===== src/tx_ohsel_pkg.sv =====
// constants, types and register map of the transmit overhead select block
// assumes a byte-wide transmit stream tagged with its overhead slot
package tx_ohsel_pkg;

  localparam int DATA_W = 32;
  localparam int ADDR_W = 8;

  localparam logic [ADDR_W-1:0] OFF_SRC  = 8'h00;
  localparam logic [ADDR_W-1:0] OFF_ALM  = 8'h04;
  localparam logic [ADDR_W-1:0] OFF_INS  = 8'h08;
  localparam logic [ADDR_W-1:0] OFF_DCC  = 8'h0c;
  localparam logic [ADDR_W-1:0] OFF_STAT = 8'h10;
  localparam logic [ADDR_W-1:0] OFF_FEBE = 8'h14;

  // source control register bits
  localparam int B_SPE_ONLY  = 0;
  localparam int B_LDCC_INS  = 1;
  localparam int B_LDCC_EXT  = 2;
  localparam int B_LDCC_PORT = 3;
  localparam int B_ALL_OH    = 4;
  localparam int B_Z1_INS    = 5;
  localparam int B_Z1_EXT    = 6;
  localparam int B_Z2_INS    = 7;
  localparam int B_Z2_EXT    = 8;
  localparam int B_E2_INS    = 9;
  localparam int B_E2_EXT    = 10;
  localparam int B_E1_INS    = 11;
  localparam int B_E1_EXT    = 12;
  localparam int SRC_W       = 13;

  // alarm control register bits
  localparam int B_FEBE_EN   = 0;
  localparam int B_RING_SEL  = 1;
  localparam int B_E1_ALM    = 2;
  localparam int B_AIS_EN    = 3;
  localparam int B_PTE       = 4;
  localparam int B_LTE       = 5;
  localparam int B_FRC_PAIS  = 6;
  localparam int B_FIFO_REC  = 7;
  localparam int B_AUTO_PAIS = 8;
  localparam int B_TE1_TRIG  = 9;
  localparam int B_FRC_LRDI  = 10;
  localparam int B_AUTO_LRDI = 11;
  localparam int B_B2_TRIG   = 12;
  localparam int B_J0_TRIG   = 13;
  localparam int B_FRC_LAIS  = 14;
  localparam int B_AUTO_LAIS = 15;
  localparam int ALM_W       = 16;

  // status register bits
  localparam int B_ST_LAISC = 0;
  localparam int B_ST_PAISC = 1;
  localparam int B_ST_PAIS  = 2;
  localparam int B_ST_LAIS  = 3;
  localparam int B_ST_LRDI  = 4;

  localparam logic [SRC_W-1:0]  RST_SRC = 13'h0000;
  localparam logic [ALM_W-1:0]  RST_ALM = 16'h0000;
  localparam logic [31:0]       RST_INS = 32'h0000_0000;
  localparam logic [7:0]        RST_DCC = 8'h00;

  localparam logic [3:0] NDF_ACTIVE   = 4'h9;
  localparam logic [3:0] NDF_INACTIVE = 4'h6;
  localparam logic [2:0] LRDI_CODE    = 3'h6;
  localparam logic [3:0] FEBE_MAX     = 4'h8;
  localparam int         ACC_W        = 8;

  typedef enum logic [3:0] {
    K_SOH   = 4'h0,
    K_LDCC  = 4'h1,
    K_Z1    = 4'h2,
    K_Z2    = 4'h3,
    K_E2    = 4'h4,
    K_E1    = 4'h5,
    K_K2    = 4'h6,
    K_H1    = 4'h7,
    K_H2    = 4'h8,
    K_H3    = 4'h9,
    K_SPE   = 4'ha,
    K_LOH   = 4'hb
  } slot_t;

  typedef enum logic [1:0] {
    SRC_TERM = 2'h0,
    SRC_CPU  = 2'h1,
    SRC_EXT  = 2'h2
  } src_t;

  typedef struct packed {
    logic        valid;
    slot_t       kind;
    logic [7:0]  data;
  } tx_slot_t;

endpackage


===== src/tx_far_err_accum.sv =====
// far-end block error accumulator between receive and transmit rates
// assumes add and take strobes on the block clock
`timescale 1ns/1ns
`default_nettype none
module tx_far_err_accum (
  input  wire logic       i_clk,
  input  wire logic       i_rst,
  input  wire logic       i_add_valid,
  input  wire logic [3:0] i_add_count,
  input  wire logic       i_take,
  output logic      [3:0] o_count
);
  logic [tx_ohsel_pkg::ACC_W-1:0] acc;
  logic [tx_ohsel_pkg::ACC_W:0]   sum;
  logic [tx_ohsel_pkg::ACC_W-1:0] next_acc;
  logic [3:0]                     add;
  logic [3:0]                     take;

  assign o_count = (acc > tx_ohsel_pkg::ACC_W'(tx_ohsel_pkg::FEBE_MAX)) ?
                   tx_ohsel_pkg::FEBE_MAX : acc[3:0];
  assign add  = i_add_valid ? i_add_count : 4'h0;
  assign take = i_take ? o_count : 4'h0;
  assign sum  = {1'b0, acc} + {5'h00, add} - {5'h00, take};
  // saturate rather than wrap, losing counts only past full scale
  assign next_acc = sum[tx_ohsel_pkg::ACC_W] ? '1 :
                    sum[tx_ohsel_pkg::ACC_W-1:0];

  always_ff @(posedge i_clk or posedge i_rst) begin
    if (i_rst) begin
      acc <= '0;
    end else begin
      acc <= next_acc;
    end
  end
endmodule
`default_nettype wire


===== src/tx_overhead_select_alarm_insert.sv =====
// transmit overhead byte selection with ais, rdi and far-end error insert
// assumes a tagged byte stream on i_clk and an apb master for control
//
// Chosen here: the APB interface to the registers and the address map.
`timescale 1ns/1ns
`default_nettype none
module tx_overhead_select_alarm_insert (
  input  wire logic                   i_clk,
  input  wire logic                   i_rst,
  input  wire logic                   i_psel,
  input  wire logic                   i_penable,
  input  wire logic                   i_pwrite,
  input  wire logic [7:0]             i_paddr,
  input  wire logic [31:0]            i_pwdata,
  output logic      [31:0]            o_prdata,
  output logic                        o_pready,
  output logic                        o_pslverr,
  input  wire tx_ohsel_pkg::tx_slot_t i_term,
  input  wire logic [7:0]             i_ext_line_dcc,
  input  wire logic [7:0]             i_ext_toh,
  input  wire logic                   i_alarm_input_pin_n,
  input  wire logic                   i_terminal_alarm,
  input  wire logic                   i_terminal_e1_alarm,
  input  wire logic                   i_fifo_error,
  input  wire logic                   i_rx_line_anomaly,
  input  wire logic                   i_excess_b2_error_rate,
  input  wire logic                   i_section_trace_mismatch,
  input  wire logic                   i_ring_rdi_req,
  input  wire logic                   i_b2_err_valid,
  input  wire logic [3:0]             i_b2_err_count,
  input  wire logic                   i_ring_febe_valid,
  input  wire logic [3:0]             i_ring_febe_count,
  output tx_ohsel_pkg::tx_slot_t      o_line
);

  function automatic tx_ohsel_pkg::src_t pick(input logic spe,
                                              input logic ins,
                                              input logic ext,
                                              input logic ext_block);
    if (!(spe || ins)) begin
      pick = tx_ohsel_pkg::SRC_TERM;
    end else if (ext && !ext_block) begin
      pick = tx_ohsel_pkg::SRC_EXT;
    end else begin
      pick = tx_ohsel_pkg::SRC_CPU;
    end
  endfunction

  function automatic logic [7:0] mux3(input tx_ohsel_pkg::src_t s,
                                      input logic [7:0] t,
                                      input logic [7:0] c,
                                      input logic [7:0] e);
    unique case (s)
      tx_ohsel_pkg::SRC_CPU: mux3 = c;
      tx_ohsel_pkg::SRC_EXT: mux3 = e;
      default:               mux3 = t;
    endcase
  endfunction

  logic [tx_ohsel_pkg::SRC_W-1:0] src_ctrl;
  logic [tx_ohsel_pkg::ALM_W-1:0] alm_ctrl;
  logic [31:0]                    ins_bytes;
  logic [7:0]                     dcc_byte;
  logic                           alarm_meta;
  logic                           alarm_sync;
  logic                           ais_at_h1;
  logic [31:0]                    next_prdata;
  logic [7:0]                     sel_byte;
  logic [7:0]                     next_byte;
  logic [3:0]                     febe_count;

  // apb decode
  wire setup    = i_psel && !i_penable;
  wire wr_en    = i_psel && i_penable && i_pwrite;
  wire hit_src  = i_paddr == tx_ohsel_pkg::OFF_SRC;
  wire hit_alm  = i_paddr == tx_ohsel_pkg::OFF_ALM;
  wire hit_ins  = i_paddr == tx_ohsel_pkg::OFF_INS;
  wire hit_dcc  = i_paddr == tx_ohsel_pkg::OFF_DCC;
  wire hit_stat = i_paddr == tx_ohsel_pkg::OFF_STAT;
  wire hit_febe = i_paddr == tx_ohsel_pkg::OFF_FEBE;
  wire hit_ro   = hit_stat || hit_febe;
  wire hit_any  = hit_src || hit_alm || hit_ins || hit_dcc || hit_ro;
  // read-only registers refuse writes
  wire bad_acc  = !hit_any || (i_pwrite && hit_ro);

  // control fields
  wire spe_only   = src_ctrl[tx_ohsel_pkg::B_SPE_ONLY];
  wire all_oh     = src_ctrl[tx_ohsel_pkg::B_ALL_OH];
  wire ldcc_port  = src_ctrl[tx_ohsel_pkg::B_LDCC_PORT];
  wire febe_en    = alm_ctrl[tx_ohsel_pkg::B_FEBE_EN];
  wire ring_sel   = alm_ctrl[tx_ohsel_pkg::B_RING_SEL];
  wire e1_alm_en  = alm_ctrl[tx_ohsel_pkg::B_E1_ALM];
  wire ais_en     = alm_ctrl[tx_ohsel_pkg::B_AIS_EN];
  wire path_terminating_mode        = alm_ctrl[tx_ohsel_pkg::B_PTE];
  wire line_terminating_mode        = alm_ctrl[tx_ohsel_pkg::B_LTE];

  // alarm pin is asynchronous; only the second stage is used
  wire alarm_low = !alarm_sync;

  wire tx_ohsel_pkg::src_t dcc_src = pick(spe_only,
      src_ctrl[tx_ohsel_pkg::B_LDCC_INS],
      src_ctrl[tx_ohsel_pkg::B_LDCC_EXT], 1'b0);
  wire [7:0] dcc_ext = (all_oh && !ldcc_port) ? i_ext_toh : i_ext_line_dcc;
  wire tx_ohsel_pkg::src_t z1_src = pick(spe_only,
      src_ctrl[tx_ohsel_pkg::B_Z1_INS],
      src_ctrl[tx_ohsel_pkg::B_Z1_EXT], all_oh);
  wire tx_ohsel_pkg::src_t z2_src = pick(spe_only,
      src_ctrl[tx_ohsel_pkg::B_Z2_INS],
      src_ctrl[tx_ohsel_pkg::B_Z2_EXT], all_oh);
  wire tx_ohsel_pkg::src_t e2_src = pick(spe_only,
      src_ctrl[tx_ohsel_pkg::B_E2_INS],
      src_ctrl[tx_ohsel_pkg::B_E2_EXT], 1'b0);
  wire tx_ohsel_pkg::src_t e1_src = pick(spe_only,
      src_ctrl[tx_ohsel_pkg::B_E1_INS],
      src_ctrl[tx_ohsel_pkg::B_E1_EXT], 1'b0);

  wire pais_fifo = i_fifo_error && alm_ctrl[tx_ohsel_pkg::B_FIFO_REC];
  wire pais_auto = alm_ctrl[tx_ohsel_pkg::B_AUTO_PAIS] &&
      (i_terminal_alarm || alarm_low ||
       (i_terminal_e1_alarm && alm_ctrl[tx_ohsel_pkg::B_TE1_TRIG]));
  wire path_ais_condition = alm_ctrl[tx_ohsel_pkg::B_FRC_PAIS] ||
      pais_fifo || pais_auto;
  wire path_ais_on = path_ais_condition && ais_en && (path_terminating_mode || line_terminating_mode);
  wire line_ais_condition = alm_ctrl[tx_ohsel_pkg::B_FRC_LAIS] ||
      (alm_ctrl[tx_ohsel_pkg::B_AUTO_LAIS] &&
       (alarm_low || i_terminal_alarm));
  wire line_ais_on = line_ais_condition && ais_en && !path_terminating_mode && !line_terminating_mode;
  wire ais_on = path_ais_on || line_ais_on;
  // e1 alarm follows the ais conditions
  wire e1_alarm = path_ais_condition || line_ais_condition;
  wire rdi_auto = alm_ctrl[tx_ohsel_pkg::B_AUTO_LRDI] &&
      (i_rx_line_anomaly ||
       (i_excess_b2_error_rate && alm_ctrl[tx_ohsel_pkg::B_B2_TRIG]) ||
       (i_section_trace_mismatch && alm_ctrl[tx_ohsel_pkg::B_J0_TRIG]));
  wire line_rdi_on = alm_ctrl[tx_ohsel_pkg::B_FRC_LRDI] ||
      i_ring_rdi_req || rdi_auto;

  wire is_h1    = i_term.valid && i_term.kind == tx_ohsel_pkg::K_H1;
  wire take_z2  = i_term.valid && i_term.kind == tx_ohsel_pkg::K_Z2 &&
                  febe_en;
  // section bytes sit above the line level and survive line ais
  wire line_lvl = i_term.kind != tx_ohsel_pkg::K_SOH &&
                  i_term.kind != tx_ohsel_pkg::K_E1;
  wire path_lvl = i_term.kind == tx_ohsel_pkg::K_H1 ||
                  i_term.kind == tx_ohsel_pkg::K_H2 ||
                  i_term.kind == tx_ohsel_pkg::K_H3 ||
                  i_term.kind == tx_ohsel_pkg::K_SPE;

  wire       febe_add_v = ring_sel ? i_ring_febe_valid : i_b2_err_valid;
  wire [3:0] febe_add_c = ring_sel ? i_ring_febe_count : i_b2_err_count;

  tx_far_err_accum u_accum (
    .i_clk       (i_clk),
    .i_rst       (i_rst),
    .i_add_valid (febe_add_v),
    .i_add_count (febe_add_c),
    .i_take      (take_z2),
    .o_count     (febe_count)
  );

  // normal source selection first
  always_comb begin
    sel_byte = i_term.data;
    unique case (i_term.kind)
      tx_ohsel_pkg::K_LDCC:
        sel_byte = mux3(dcc_src, i_term.data, dcc_byte, dcc_ext);
      tx_ohsel_pkg::K_Z1:
        sel_byte = mux3(z1_src, i_term.data, ins_bytes[7:0], i_ext_toh);
      tx_ohsel_pkg::K_Z2:
        sel_byte = mux3(z2_src, i_term.data, ins_bytes[15:8], i_ext_toh);
      tx_ohsel_pkg::K_E2:
        sel_byte = mux3(e2_src, i_term.data, ins_bytes[23:16], i_ext_toh);
      tx_ohsel_pkg::K_E1:
        sel_byte = mux3(e1_src, i_term.data, ins_bytes[31:24], i_ext_toh);
      tx_ohsel_pkg::K_SOH, tx_ohsel_pkg::K_K2, tx_ohsel_pkg::K_H1,
      tx_ohsel_pkg::K_H2, tx_ohsel_pkg::K_H3, tx_ohsel_pkg::K_SPE,
      tx_ohsel_pkg::K_LOH:
        sel_byte = i_term.data;
      default:
        sel_byte = i_term.data;
    endcase
  end

  always_comb begin
    next_byte = sel_byte;
    if (i_term.kind == tx_ohsel_pkg::K_Z2 && febe_en) begin
      next_byte[3:0] = febe_count;
    end
    if (i_term.kind == tx_ohsel_pkg::K_E1 && e1_alm_en) begin
      next_byte = {8{e1_alarm}};
    end
    if (i_term.kind == tx_ohsel_pkg::K_K2 && line_rdi_on) begin
      next_byte[2:0] = tx_ohsel_pkg::LRDI_CODE;
    end
    if (i_term.kind == tx_ohsel_pkg::K_H1 && !ais_on) begin
      next_byte[7:4] = ais_at_h1 ? tx_ohsel_pkg::NDF_ACTIVE :
                                   tx_ohsel_pkg::NDF_INACTIVE;
    end
    if (path_ais_on && path_lvl) begin
      next_byte = 8'hff;
    end
    if (line_ais_on && line_lvl) begin
      next_byte = 8'hff;
    end
  end

  always_comb begin
    next_prdata = 32'h0000_0000;
    if (hit_src) begin
      next_prdata[tx_ohsel_pkg::SRC_W-1:0] = src_ctrl;
    end
    if (hit_alm) begin
      next_prdata[tx_ohsel_pkg::ALM_W-1:0] = alm_ctrl;
    end
    if (hit_ins) begin
      next_prdata = ins_bytes;
    end
    if (hit_dcc) begin
      next_prdata[7:0] = dcc_byte;
    end
    if (hit_stat) begin
      next_prdata[tx_ohsel_pkg::B_ST_LAISC] = line_ais_condition;
      next_prdata[tx_ohsel_pkg::B_ST_PAISC] = path_ais_condition;
      next_prdata[tx_ohsel_pkg::B_ST_PAIS]  = path_ais_on;
      next_prdata[tx_ohsel_pkg::B_ST_LAIS]  = line_ais_on;
      next_prdata[tx_ohsel_pkg::B_ST_LRDI]  = line_rdi_on;
    end
    if (hit_febe) begin
      next_prdata[3:0] = febe_count;
    end
  end

  assign o_pready = i_psel && i_penable;

  always_ff @(posedge i_clk or posedge i_rst) begin
    if (i_rst) begin
      o_prdata  <= 32'h0000_0000;
      o_pslverr <= 1'b0;
    end else if (setup) begin
      o_prdata  <= i_pwrite ? 32'h0000_0000 : next_prdata;
      o_pslverr <= bad_acc;
    end
  end

  always_ff @(posedge i_clk or posedge i_rst) begin
    if (i_rst) begin
      src_ctrl  <= tx_ohsel_pkg::RST_SRC;
      alm_ctrl  <= tx_ohsel_pkg::RST_ALM;
      ins_bytes <= tx_ohsel_pkg::RST_INS;
      dcc_byte  <= tx_ohsel_pkg::RST_DCC;
    end else if (wr_en) begin
      if (hit_src) begin
        src_ctrl <= i_pwdata[tx_ohsel_pkg::SRC_W-1:0];
      end
      if (hit_alm) begin
        alm_ctrl <= i_pwdata[tx_ohsel_pkg::ALM_W-1:0];
      end
      if (hit_ins) begin
        ins_bytes <= i_pwdata;
      end
      if (hit_dcc) begin
        dcc_byte <= i_pwdata[7:0];
      end
    end
  end

  always_ff @(posedge i_clk or posedge i_rst) begin
    if (i_rst) begin
      alarm_meta <= 1'b1;
      alarm_sync <= 1'b1;
    end else begin
      alarm_meta <= i_alarm_input_pin_n;
      alarm_sync <= alarm_meta;
    end
  end

  // remember ais state at each pointer
  always_ff @(posedge i_clk or posedge i_rst) begin
    if (i_rst) begin
      ais_at_h1 <= 1'b0;
    end else if (is_h1) begin
      ais_at_h1 <= ais_on;
    end
  end

  always_ff @(posedge i_clk or posedge i_rst) begin
    if (i_rst) begin
      o_line <= '0;
    end else begin
      o_line <= '{valid: i_term.valid, kind: i_term.kind, data: next_byte};
    end
  end

  a_line_ais_ones: assert property (
    @(posedge i_clk) disable iff (i_rst)
    line_ais_on && i_term.valid && line_lvl |=> o_line.data == 8'hff)
    else $error("line ais byte not all ones");

  a_path_ais_perm: assert property (
    @(posedge i_clk) disable iff (i_rst)
    i_term.kind == tx_ohsel_pkg::K_SPE && i_term.valid &&
    !(ais_en && (path_terminating_mode || line_terminating_mode)) && !line_ais_on && i_term.data == 8'h00
    |=> o_line.data == 8'h00)
    else $error("path ais applied without permission");

  a_path_ais_cmd: assert property (
    @(posedge i_clk) disable iff (i_rst)
    alm_ctrl[tx_ohsel_pkg::B_FRC_PAIS] && ais_en && path_terminating_mode &&
    i_term.kind == tx_ohsel_pkg::K_H3 |=> o_line.data == 8'hff)
    else $error("forced path ais missing on h3");

  a_rdi_code: assert property (
    @(posedge i_clk) disable iff (i_rst)
    i_term.kind == tx_ohsel_pkg::K_K2 && line_rdi_on && !line_ais_on
    |=> o_line.data[2:0] == 3'b110 && o_line.kind == tx_ohsel_pkg::K_K2)
    else $error("k2 rdi pattern wrong");

  a_e1_alarm: assert property (
    @(posedge i_clk) disable iff (i_rst)
    i_term.kind == tx_ohsel_pkg::K_E1 && e1_alm_en
    |=> o_line.data == {8{$past(e1_alarm)}})
    else $error("e1 alarm byte wrong");

  a_febe_nibble: assert property (
    @(posedge i_clk) disable iff (i_rst)
    take_z2 && !line_ais_on |=> o_line.data[3:0] <= 4'h8 &&
    o_line.data[3:0] == $past(febe_count))
    else $error("far-end count not in z2");

  a_z1_terminal: assert property (
    @(posedge i_clk) disable iff (i_rst)
    i_term.kind == tx_ohsel_pkg::K_Z1 && !spe_only &&
    !src_ctrl[tx_ohsel_pkg::B_Z1_INS] && !line_ais_on
    |=> o_line.data == $past(i_term.data))
    else $error("z1 not taken from terminal");

  a_ndf_after_ais: assert property (
    @(posedge i_clk) disable iff (i_rst)
    is_h1 && ais_at_h1 && !ais_on |=> o_line.data[7:4] == 4'h9)
    else $error("ndf not set after ais end");

  a_status_paisc: assert property (
    @(posedge i_clk) disable iff (i_rst)
    setup && !i_pwrite && hit_stat && alm_ctrl[tx_ohsel_pkg::B_FRC_PAIS]
    ##1 i_penable |-> o_prdata[1] && o_pready)
    else $error("path ais condition not reported");

endmodule
`default_nettype wire


===== config.mk =====
export PLATFORM = sky130hd
export DESIGN_NAME = tx_overhead_select_alarm_insert
export DESIGN_NICKNAME = d
export VERILOG_FILES = /design/src/tx_ohsel_pkg.sv /design/src/tx_far_err_accum.sv /design/src/tx_overhead_select_alarm_insert.sv
export SDC_FILE = /design/constraint.sdc
export NUM_CORES = 1
export LEC_CHECK = 0
export BUFFER_PORTS_ARGS = -buffer_cell sky130_fd_sc_hd__buf_2
export CAP_MARGIN = 20
export CORE_AREA = 10 10 130 132
export DETAILED_ROUTE_END_ITERATION = 12
export DIE_AREA = 0 0 140 142
export HOLD_SLACK_MARGIN = 0.1
export PLACE_DENSITY = 0.86
export SLEW_MARGIN = 10
export SYNTH_ARGS = -nofsm -noshare
export SYNTH_HDL_FRONTEND = slang
export SYNTH_SLANG_ARGS = --single-unit

===== constraint.sdc =====
create_clock -name i_clk -period 3.3 [get_ports i_clk]
set_input_delay 0.165 -clock i_clk [delete_from_list [all_inputs] [get_ports i_clk]]
set_output_delay 0.165 -clock i_clk [all_outputs]
set_load 0.01 [all_outputs]

==> impl_results.md, run 1 <==
* Run status: complete, but fails checks
* Violations in the final reports: negative setup slack
* Clock latency on the worst-skew pair at 0.43 ns
* Wire length of the first global-routing pass at 35730 µm
* Sw Share at 29.14%
* Total area of sequential cells at 3156 µm²
* Area after DPL at 8202 µm²
* Drt drc at 0
* Number of global-route vias before repair at 6497
* Clock tree from TritonCTS: done
* Cell area after synthesis at 7197 µm²
* Deepest clock path buffer count at 2
* Number of inserted filler cells in the final layout at 1089
* Distinct cells, synth at 73
* Final Net Count at 967
* Total clock sinks at 126
* Sequential-to-total area share from yosys stat at 43.85%
* Net Count, Synth at 772
* Gate Count Post-Synth at 663
* Startpoint types: flop
* Number of max-cap violations at 0
* TritonCTS buffer count at 17
* Routed via count at 6433
* Antenna violations before repair at 4
* IO Pins at 139
* RSZ-0062 raised after global routing: yes
* Most common flop cell mapped by yosys: dfrtp_1
* Layout overhead on the synthesized area at 29.61%
* Maximum number of pins on one net before global-route repair at 58
* Overflow left after global routing at 0
* Slew at the pin closest to its max-slew limit at 1.046 ns
* Global routing met1 resource utilization at 27.33%
* Cells on Worst Hold Path at 2
* Post-layout worst setup margin at -0.04855 ns
* Async set or reset register ratio after synthesis at 100.0%
* Biggest area contributors in the synthesized netlist: dfrtp_1 43%, mux2_2 11%, mux2i_1 6.4%
* Post-synth top area cell: dfrtp_1
* Core outline area at 14310 µm²
* Root Buffer: clkbuf_16
* Routed wirelength normalized by instance count at 21.96 µm
* Final core occ at 65.17%
* Switching Power at 1.460 mW
* Final setup fails at 8
* Sequential share of power at 33.7%
* Die Outline Area at 19880 µm²
* Fmax achieved at 298.6 MHz
* Combined global-route utilization of all metal layers at 22.57%
* Most common cell after layout, fill and taps aside: buf_2
* Met2 layer usage reported by global route at 37.49%
* Cells after DPL at 979
* DR iter-0 viols at 738
* Number of cell rows at 44
* R2r setup slk at -0.05 ns
* Endpoint of the most critical register-to-register path: u_accum.acc[3]$_DFF_PP0_
* Mapped Avg Cell Area at 10.86 µm²
* Final-report hold violation count at 0
* Final wirelength at 23260 µm
* Worst slew margin at 30.27%
* Share of the clock period used by the worst path at 101.5%
* Worst min-delay path endpoint: o_line[9]$_DFF_PP0_
* Multi-input combinational cell area at 3839 µm²
* Clock-pin slew on the worst setup and hold paths at 0.05 ns
* Worst clock skew at 0.007632 ns
* Yosys reg bits at 126
* Fin area at 9328 µm²
* Worst setup path category: reg -> reg
* Power density over the cells at 537.1 nW/µm²
* Starting Density at 50.28%
* Total count of max-transition violations in the final report at 0
* Overall die width at 140 µm
* Worst Path Max Fanout at 8
* CP required at 3.61 ns
* Startpoint of the worst register-to-register path: u_accum.acc[4]$_DFF_PP0_
* Area share of the largest cell type after synthesis at 43.12%
* H-tree depth at 4
* Power Total at 5.010 mW
* Combinational share of power at 26.7%
* Min Tclk post-route at 3.349 ns
* Avg Vias per Cell at 6.075
* Global-route layer with the greatest usage: met2
* Hold Path Origin: i_term[9]
* Port bufs at 138
* Number of enable-type register cells in the synthesized netlist at 0
* Antenna violation net count after detailed routing at 0
* Placer congestion estimate at 0.9283
* Worst min-delay path class: in -> reg
* Arrival time at the worst endpoint at 3.66 ns
* GR Util met3 at 6.342%
* R2r worst-path depth at 16
* Share of post-route cells with drive strength above 1 at 37.20%
* Hpwl dp at 16750 µm
* Type of destination of the critical path: flop
* Static power due to leakage at 4.607 nW
* Floorplan die height at 142 µm
* Number of standard cells in the layout, taps in and fillers out at 1059
* Drt pass-1 iters at 6
* Worst voltage drop across the vdd grid at 333.7 µV
* Ys Warns at 0
* Clock power share at 39.6%
* Cell Int Power at 3.550 mW
* Commonest non-fill, non-tap cells in the layout: 138 x buf_2, 124 x dfrtp_1, 71 x mux2_2
* Minimum setup slack after placement at -0.2251 ns
[synth_stat cells (all sizes together), types with 4 or more instances]
cell type    n
buf         24
and2         6
mux2i       46
o22ai       14
ha          13
a211oi      24
a21oi       29
a22o        18
a22oi        4
o21ai       26
mux2        73
a21o         8
nand2b      14
dfrtp      124
a221o        4
nor2b        6
nand2       45
and3         5
nor3        12
nand3        9
or2          6
o31ai        8
nor2        47
o41ai        6
clkbuf      13
xor2         4
inv         22
fa           4
[layout make-up]
cell class / instances / area share, %
Clock buffer: 23 / 5.339
Inverter: 22 / 0.9256
Clock inverter: 9 / 1.408
Multi-Input combinational cell: 478 / 41.15
Sequential cell: 126 / 33.83
Tap cell: 184 / 2.468
Timing Repair Buffer: 213 / 14.77
Antenna cell: 4 / 0.1073
[power groups by stage]
stage               Combinational, mW  Clock, mW  Sequential (mW)
floorplan                       0.735          0             1.70
CTS                              1.20       1.99             1.68
finish                           1.34       1.99             1.69
global placement                 1.08          0             1.71
detailed placement               1.11          0             1.71
global route                     1.47       2.06             1.69
[registers in the layout (all words and copies together), names as in the netlist, 8 cells and up]
register,flops
o_prdata,32
ins_bytes,32
u_accum.acc,8
dcc_byte,8
src_ctrl,13
o_line,13
alm_ctrl,16
[critical path: stages (launching register included)]
cell and delay [ns]:
dfrtp_1 0.37, inv_2 0.07, ha_4 0.15, nand2b_4 0.13
and3_4 0.19, nand2_1 0.06, nor2_1 0.05, fa_1 0.49
inv_2 0.05, fa_2 0.40, a21o_1 0.19, a211oi_2 0.22
nor3_2 0.08, o41ai_2 0.39, xnor2_2 0.17, buf_6 0.15
o21ai_1 0.06
[logic make-up after synthesis]
kind of cell | after synthesis | synth area share, %
simple gates | 164 | 12.19
buf+inv | 59 | 4.277
flops | 126 | 43.85
mux | 122 | 18.76
xor+xnor | 7 | 0.8519
fa+ha+maj | 17 | 3.373
compound gates | 168 | 16.71
[layer usage]
metal  share of wire, %  wire length (µm)
met3                9.3              2156
met5                  0                 0
met2                 50             11520
met4                2.7               636
met1                 38              8942
[timing repair]
item / 4_1_cts / 5_1_grt
gates resized for setup: 2 / 8
hold endpoints to repair: 123 / 0
buffers inserted: 0 / 5
pin swaps: 2 / 7
endpoints found under the setup margin: 8 / 8
hold buffers: 38 / 0
[per-stage QoR]
stage / hold WS (ns) / TNS [ns]
after floorplan: 0.1695 / -0.04063
after global placement: 0.2715 / -0.6405
after detailed placement: 0.2717 / -1.607
after CTS: 0.1002 / 0
after global routing: 0.1135 / -1.676
final: 0.1108 / -0.3085
[worst max-delay path by stage]
stage,start,depth (start not counted),to
floorplan,u_accum.acc[5]$_DFF_PP0_,16,u_accum.acc[3]$_DFF_PP0_
global placement,u_accum.acc[5]$_DFF_PP0_,15,u_accum.acc[3]$_DFF_PP0_
detailed placement,u_accum.acc[4]$_DFF_PP0_,15,u_accum.acc[3]$_DFF_PP0_
CTS,u_accum.acc[5]$_DFF_PP0_,16,u_accum.acc[3]$_DFF_PP0_
global route,u_accum.acc[6]$_DFF_PP0_,16,u_accum.acc[3]$_DFF_PP0_
finish,u_accum.acc[4]$_DFF_PP0_,16,u_accum.acc[3]$_DFF_PP0_
Power figures use the tool's default switching activity.
==> run 2, diff against run 1 <==
--- a/config.mk
+++ b/config.mk
@@ -12,7 +12,7 @@
 export DIE_AREA = 0 0 140 142
 export HOLD_SLACK_MARGIN = 0.1
 export PLACE_DENSITY = 0.86
-export SLEW_MARGIN = 10
+export SLEW_MARGIN = 20
 export SYNTH_ARGS = -nofsm -noshare
 export SYNTH_HDL_FRONTEND = slang
 export SYNTH_SLANG_ARGS = --single-unit
==> constraint.sdc (replaced) <==
create_clock -name i_clk -period 3.3 [get_ports i_clk]
set_input_delay 0.33 -clock i_clk [delete_from_list [all_inputs] [get_ports i_clk]]
set_output_delay 0.33 -clock i_clk [all_outputs]
set_load 0.01 [all_outputs]
==> run 2 against run 1 <==
The flow now finishes without violations. Die area is the same. Hold slack improved by 0.021 ns. Largest cell class unchanged. Setup slack improved by 0.14 ns. Clock skew is 0.0054 ns higher. Utilization shrank 3.2 points. Final cell count shrank 4.0%. First-iteration DRC count down 17%. Non-clock buffer count decreased by 41. Sequential share of layout area is 1.7 points higher. Critical path depth fell by 1. Sequential power about the same. Highest routed layer is now met5.
==> impl_results.md, run 2 (synthesis results as in run 1) <==
* Switching Power at 1.431 mW
* Overall die width at 140 µm
* Total count of max-transition violations in the final report at 0
* Largest registers: ins_bytes (32), o_prdata (32), alm_ctrl (16)
* Routed via count at 6186
* TritonCTS buffer count at 17
* Delay of the slowest cell on the worst path at 0.50 ns
* Floorplan die height at 142 µm
* Type of destination of the critical path: flop
* Sw Share at 30.40%
* Overflow left after global routing at 0
* Clock tree from TritonCTS: done
* RSZ-0062 raised after global routing: yes
* Worst clock skew at 0.01303 ns
* Worst hold-check slack at 0.1314 ns
* H-tree depth at 4
* Worst voltage drop across the vdd grid at 378.9 µV
* Wire length of the first global-routing pass at 34770 µm
* Maximum number of pins on one net before global-route repair at 55
* IO Pins at 139
* Number of max-cap violations at 0
* Most common cell after layout, fill and taps aside: buf_2
* Worst min-delay path class: in -> reg
* Placer congestion estimate at 0.9811
* Layout overhead on the synthesized area at 23.31%
* Deepest clock path buffer count at 2
* Hpwl dp at 17170 µm
* Drt drc at 0
* Final Net Count at 926
* Slew at the pin closest to its max-slew limit at 0.9987 ns
* Startpoint types: flop
* Share of post-route cells with drive strength above 1 at 39.28%
* Die Outline Area at 19880 µm²
* Clock power share at 38.9%
* Power density over the cells at 530.3 nW/µm²
* Power Total at 4.707 mW
* Combined global-route utilization of all metal layers at 22.21%
* Clock-pin slew on the worst setup and hold paths at 0.07 ns
* Final setup fails at 0
* Routed wirelength normalized by instance count at 22.12 µm
* Setup TNS at 0 ns
* Fmax achieved at 312.0 MHz
* Commonest non-fill, non-tap cells in the layout: 138 x buf_2, 124 x dfrtp_1, 71 x mux2_2
* Final wirelength at 22490 µm
* R2r setup slk at 0.1 ns
* Drt pass-1 iters at 7
* Static power due to leakage at 4.414 nW
* Sequential share of power at 35.9%
* Total clock sinks at 126
* Antenna violation net count after detailed routing at 0
* Run status: complete, no violations
* Arrival time at the worst endpoint at 3.50 ns
* Final-report hold violation count at 0
* Worst Path Max Fanout at 8
* Share of the clock period used by the worst path at 97.12%
* Port bufs at 138
* Most common cell type on the critical path: inv_2
* Starting Density at 50.28%
* Clock latency on the worst-skew pair at 0.43 ns
* Final core occ at 62.00%
* Number of cell rows at 44
* Post-layout worst setup margin at 0.09516 ns
* CP required at 3.59 ns
* Combinational share of power at 25.2%
* Worst setup path category: reg -> reg
* Minimum setup slack after placement at -0.2549 ns
* Worst-path cell with the longest stage delay: fa_1
* Cell breakdown of the critical path: inv_2 -> ha_1 -> nand3_2 -> and3_4 -> nand2_2 -> nor2_2 -> fa_1 -> inv_2 -> fa_2 -> a21o_1 -> a211oi_2 -> nor3_2 -> o41ai_2 -> xnor2_2 -> o21ai_1
* Cell Int Power at 3.276 mW
* Worst slew margin at 33.42%
* DR iter-0 viols at 610
* Core outline area at 14310 µm²
* Avg Vias per Cell at 6.083
* Antenna violations before repair at 5
* Min Tclk post-route at 3.205 ns
* Root Buffer: clkbuf_16
* Number of global-route vias before repair at 6379
## run 2: changes by cell type in the layout (fill, tap and decap cells not counted), moves of 2 or more
cell / delta
buf_4: -5
clkbuf_8: -5
clkinv_2: +5
clkinv_4: +2
dlygate4sd3_1: -35
ha_2: +2
ha_4: -2
nand2_1: -2
nor2_1: -3
nor2_2: +2
## run 2: cell type report
| class | count | area (µm²) |
|---|---|---|
| inverter | 22 | 86.33 |
| fill | 1150 | 5439 |
| sequential | 126 | 3156 |
| clock buffer | 17 | 425.4 |
| antenna | 3 | 7.507 |
| clock inverter | 15 | 147.6 |
| multi-input combinational | 478 | 3852 |
| timing repair buffer | 172 | 969.7 |
| tap | 184 | 230.2 |
## run 2: repair_timing
item	CTS	global route
pin swaps	2	5
setup buffers	0	4
resized for setup	5	11
endpoints found under the setup margin	8	8
hold endpoints to repair	31	0
hold buffers	3	0
## run 2: stage by stage
stage          area, µm²  cells
6_report            8875   1017
5_1_grt             8872   1016
4_1_cts             8778   1010
3_5_place_dp        8155    975
3_3_place_gp        8155    975
2_1_floorplan       7252    663
## run 2: worst max-delay path, delay by kind of cell (launching register included)
family	cells	cell delay, ns
DFF	1	0.39
AOI/OAI and AO/OA	4	0.80
and+or+nand+nor	5	0.45
xor gates and xnor gates	1	0.23
adders and majority gates	3	1.07
buffers and inverters	2	0.12
## run 2: power groups by stage
stage                     clock network [mW]  logic, mW  registers (mW)
after floorplan                            0      0.712            1.70
after global placement                     0       1.05            1.71
after detailed placement                   0       1.08            1.71
after CTS                               1.84       1.13            1.68
after global routing                    1.91       1.31            1.70
final                                   1.83       1.19            1.69
## run 2: metal layers
layer  GRT usage (%)  wire length (µm)  share of wire, %  vias to the layer above
li1                -                 -                 -                     2774
met1           25.71              8521                38                     2992
met2           35.26             10700                48                      347
met3           7.043              2088               9.3                       69
met4           13.91              1160               5.2                        4
met5               0                21             0.093                        -
## run 2: worst paths after layout
check,startpoint,to,cells after the start
setup reg to reg,u_accum.acc[4]$_DFF_PP0_,u_accum.acc[3]$_DFF_PP0_,15
hold / removal,i_pwdata[21],ins_bytes[21]$_DFFE_PP0P_,2
max in group asynchronous,i_rst,u_accum.acc[6]$_DFF_PP0_,4
hold reg to reg,alarm_meta$_DFF_PP1_,alarm_sync$_DFF_PP1_,0
min in group asynchronous,i_rst,o_prdata[31]$_DFFE_PP0P_,3
setup / recovery,u_accum.acc[4]$_DFF_PP0_,u_accum.acc[3]$_DFF_PP0_,15
==> run 3, diff against run 2 <==
--- a/config.mk
+++ b/config.mk
@@ -12,6 +12,7 @@
 export DIE_AREA = 0 0 140 142
 export HOLD_SLACK_MARGIN = 0.1
 export PLACE_DENSITY = 0.86
+export REMOVE_ABC_BUFFERS = 1
 export SLEW_MARGIN = 20
 export SYNTH_ARGS = -nofsm -noshare
 export SYNTH_HDL_FRONTEND = slang
==> run 3 against run 2 <==
The flow now finishes with violations (negative setup slack). Hold slack worse by 0.019 ns. Power is 6.6% higher. Via count rose by 0.99%. Clock-buffer cell count unchanged. Clock skew decreased by 0.0011 ns. Combinational power increased by 16%. Die area did not move. Flip-flop and latch count unchanged. Design area up 1.1%. Largest cell class unchanged.
==> impl_results.md, run 3 (synthesis results as in run 1) <==
* Power density over the cells at 559.3 nW/µm²
* Static power due to leakage at 4.459 nW
* Worst clock skew at 0.01198 ns
* Startpoint types: flop
* Maximum number of pins on one net before global-route repair at 65
* Worst voltage drop across the vdd grid at 356.8 µV
* Violations in the final reports: negative setup slack
* Run status: complete, but fails checks
* Worst min-delay path class: in -> reg
* Wire length of the first global-routing pass at 34420 µm
* Fmax achieved at 298.8 MHz
* Routed via count at 6247
* Antenna violations before repair at 1
* Power Total at 5.017 mW
* Overall die width at 140 µm
* Die Outline Area at 19880 µm²
* Combined global-route utilization of all metal layers at 21.84%
* Hold Path Origin: i_pwdata[31]
* Type of destination of the critical path: flop
* Starting Density at 50.28%
* H-tree depth at 4
* CP required at 3.61 ns
* Number of inserted filler cells in the final layout at 1128
* Arrival time at the worst endpoint at 3.66 ns
* Clock tree from TritonCTS: done
* Placer congestion estimate at 0.9504
* Layout overhead on the synthesized area at 24.63%
* R2r setup slk at -0.05 ns
* Hpwl dp at 16400 µm
* Number of cell rows at 44
* Avg Vias per Cell at 6.113
* RSZ-0062 raised after global routing: yes
* Diodes inserted at 0
* Delay of the slowest cell on the worst path at 0.40 ns
* Total clock sinks at 126
* Clock latency on the worst-skew pair at 0.44 ns
* Post-layout worst setup margin at -0.04702 ns
* Final setup fails at 7
* Number of global-route vias before repair at 6388
* Cells on Worst Hold Path at 2
* Cell breakdown of the critical path: inv_2 -> ha_4 -> nand3_2 -> and3_4 -> nand2_2 -> nor2_1 -> ha_1 -> inv_2 -> ha_4 -> fa_2 -> a21o_1 -> a211oi_2 -> nor3_2 -> o41ai_2 -> xnor2_2 -> buf_4 -> nand2_1
* Antenna violation net count after detailed routing at 0
* Floorplan die height at 142 µm
* Drt pass-1 iters at 5
* Worst setup path category: reg -> reg
* Largest registers: ins_bytes (32), o_prdata (32), alm_ctrl (16)
* Final-report hold violation count at 0
* Port bufs at 138
* Deepest clock path buffer count at 2
* Final Net Count at 934
* Clock-pin slew on the worst setup and hold paths at 0.06 ns
* Share of the clock period used by the worst path at 101.4%
* Worst-path cell with the longest stage delay: dfrtp_1
* Number of max-cap violations at 0
* Endpoint of the most critical register-to-register path: u_accum.acc[2]$_DFF_PP0_
* Commonest non-fill, non-tap cells in the layout: 138 x buf_2, 124 x dfrtp_1, 71 x mux2_2
* DR iter-0 viols at 603
* Worst min-delay path endpoint: ins_bytes[31]$_DFFE_PP0P_
* Drt drc at 0
* Final wirelength at 22720 µm
* Slew at the pin closest to its max-slew limit at 0.9312 ns
* Worst Path Max Fanout at 5
* Root Buffer: clkbuf_16
* R2r worst-path depth at 17
* Most common cell after layout, fill and taps aside: buf_2
* Share of post-route cells with drive strength above 1 at 39.62%
* Min Tclk post-route at 3.347 ns
* Total count of max-transition violations in the final report at 0
* Startpoint of the worst register-to-register path: u_accum.acc[4]$_DFF_PP0_
* Area after DPL at 8150 µm²
* Routed wirelength normalized by instance count at 22.23 µm
* Fin area at 8970 µm²
* Worst slew margin at 37.92%
* Core outline area at 14310 µm²
* TritonCTS buffer count at 17
* Overflow left after global routing at 0
* IO Pins at 139
[run 3: changes by cell type in the layout (fill, tap and decap cells not counted), moves of 2 or more]
cell / previous run / this run
nand2_2: 7 / 5
nand2_1: 37 / 39
ha_4: 2 / 5
clkinv_2: 7 / 2
inv_6: 0 / 5
diode_2: 3 / 0
buf_4: 29 / 37
ha_2: 2 / 0
nor2_1: 43 / 45
[run 3: worst max-delay path by stage]
| stage | start | to | slack (ns) | cells after the start |
|---|---|---|---|---|
| after floorplan | i_rst | ais_at_h1$_DFFE_PP0P_ | -0.38 | 1 |
| after global placement | u_accum.acc[4]$_DFF_PP0_ | u_accum.acc[2]$_DFF_PP0_ | -0.10 | 17 |
| after detailed placement | u_accum.acc[4]$_DFF_PP0_ | u_accum.acc[4]$_DFF_PP0_ | -0.26 | 17 |
| after CTS | u_accum.acc[4]$_DFF_PP0_ | u_accum.acc[2]$_DFF_PP0_ | -0.002 | 17 |
| after global routing | u_accum.acc[4]$_DFF_PP0_ | u_accum.acc[5]$_DFF_PP0_ | -0.20 | 17 |
| final | u_accum.acc[4]$_DFF_PP0_ | u_accum.acc[2]$_DFF_PP0_ | -0.05 | 17 |
[run 3: layout make-up]
cell class | count | area (µm²) | area share (%)
multi-input combinational | 478 | 3859 | 43.02
clock buffer | 17 | 425.4 | 4.743
sequential | 126 | 3156 | 35.18
inverter | 22 | 85.08 | 0.9485
timing repair buffer | 180 | 1030 | 11.48
tap | 184 | 230.2 | 2.567
clock inverter | 15 | 185.2 | 2.064
[run 3: per-stage QoR]
stage | worst slack (ns) | cells | hold slack, ns | TNS, ns | util (%)
2_1_floorplan | -0.3826 | 626 | 0.3345 | -47.58 | -
5_1_grt | -0.1977 | 1022 | 0.1277 | -1.369 | 62.67
6_report | -0.04702 | 1022 | 0.1126 | -0.2156 | 62.67
3_5_place_dp | -0.2574 | 980 | 0.3479 | -1.891 | 56.94
4_1_cts | -0.001968 | 1018 | 0.1092 | -0.001968 | 62.10
3_3_place_gp | -0.1015 | 980 | 0.3461 | -0.6332 | 56.94
[run 3: power breakdown]
group	internal, mW	switching (mW)	leakage, nW
logic	0.656	0.724	2.47
registers	1.63	0.0597	1.69
clock network	1.20	0.752	0.295
[run 3: routing by layer]
metal / up-vias / share of wire [%] / global-route usage [%]
met1: 3079 / 40 / 26.28
met5: - / 0.057 / 0
met4: 2 / 3.1 / 9.185
li1: 2789 / - / -
met3: 64 / 8.1 / 6.208
met2: 313 / 49 / 36.03
[run 3: worst max-delay path, delay by kind of cell (launching register included)]
kind	cells	cell delay (ns)
AO/OA/AOI/OAI	3	0.74
XOR/XNOR	1	0.18
adder cells (fa/ha/maj)	4	0.99
buffers and inverters	3	0.35
flip-flops	1	0.40
AND/OR/NAND/NOR	6	0.55
[run 3: repair_timing]
item	CTS	global route
setup endpoints to repair	8	8
hold buffers	3	0
resized for setup	18	12
endpoints found under the hold margin	30	0
setup buffers	3	4
pin swaps	7	6
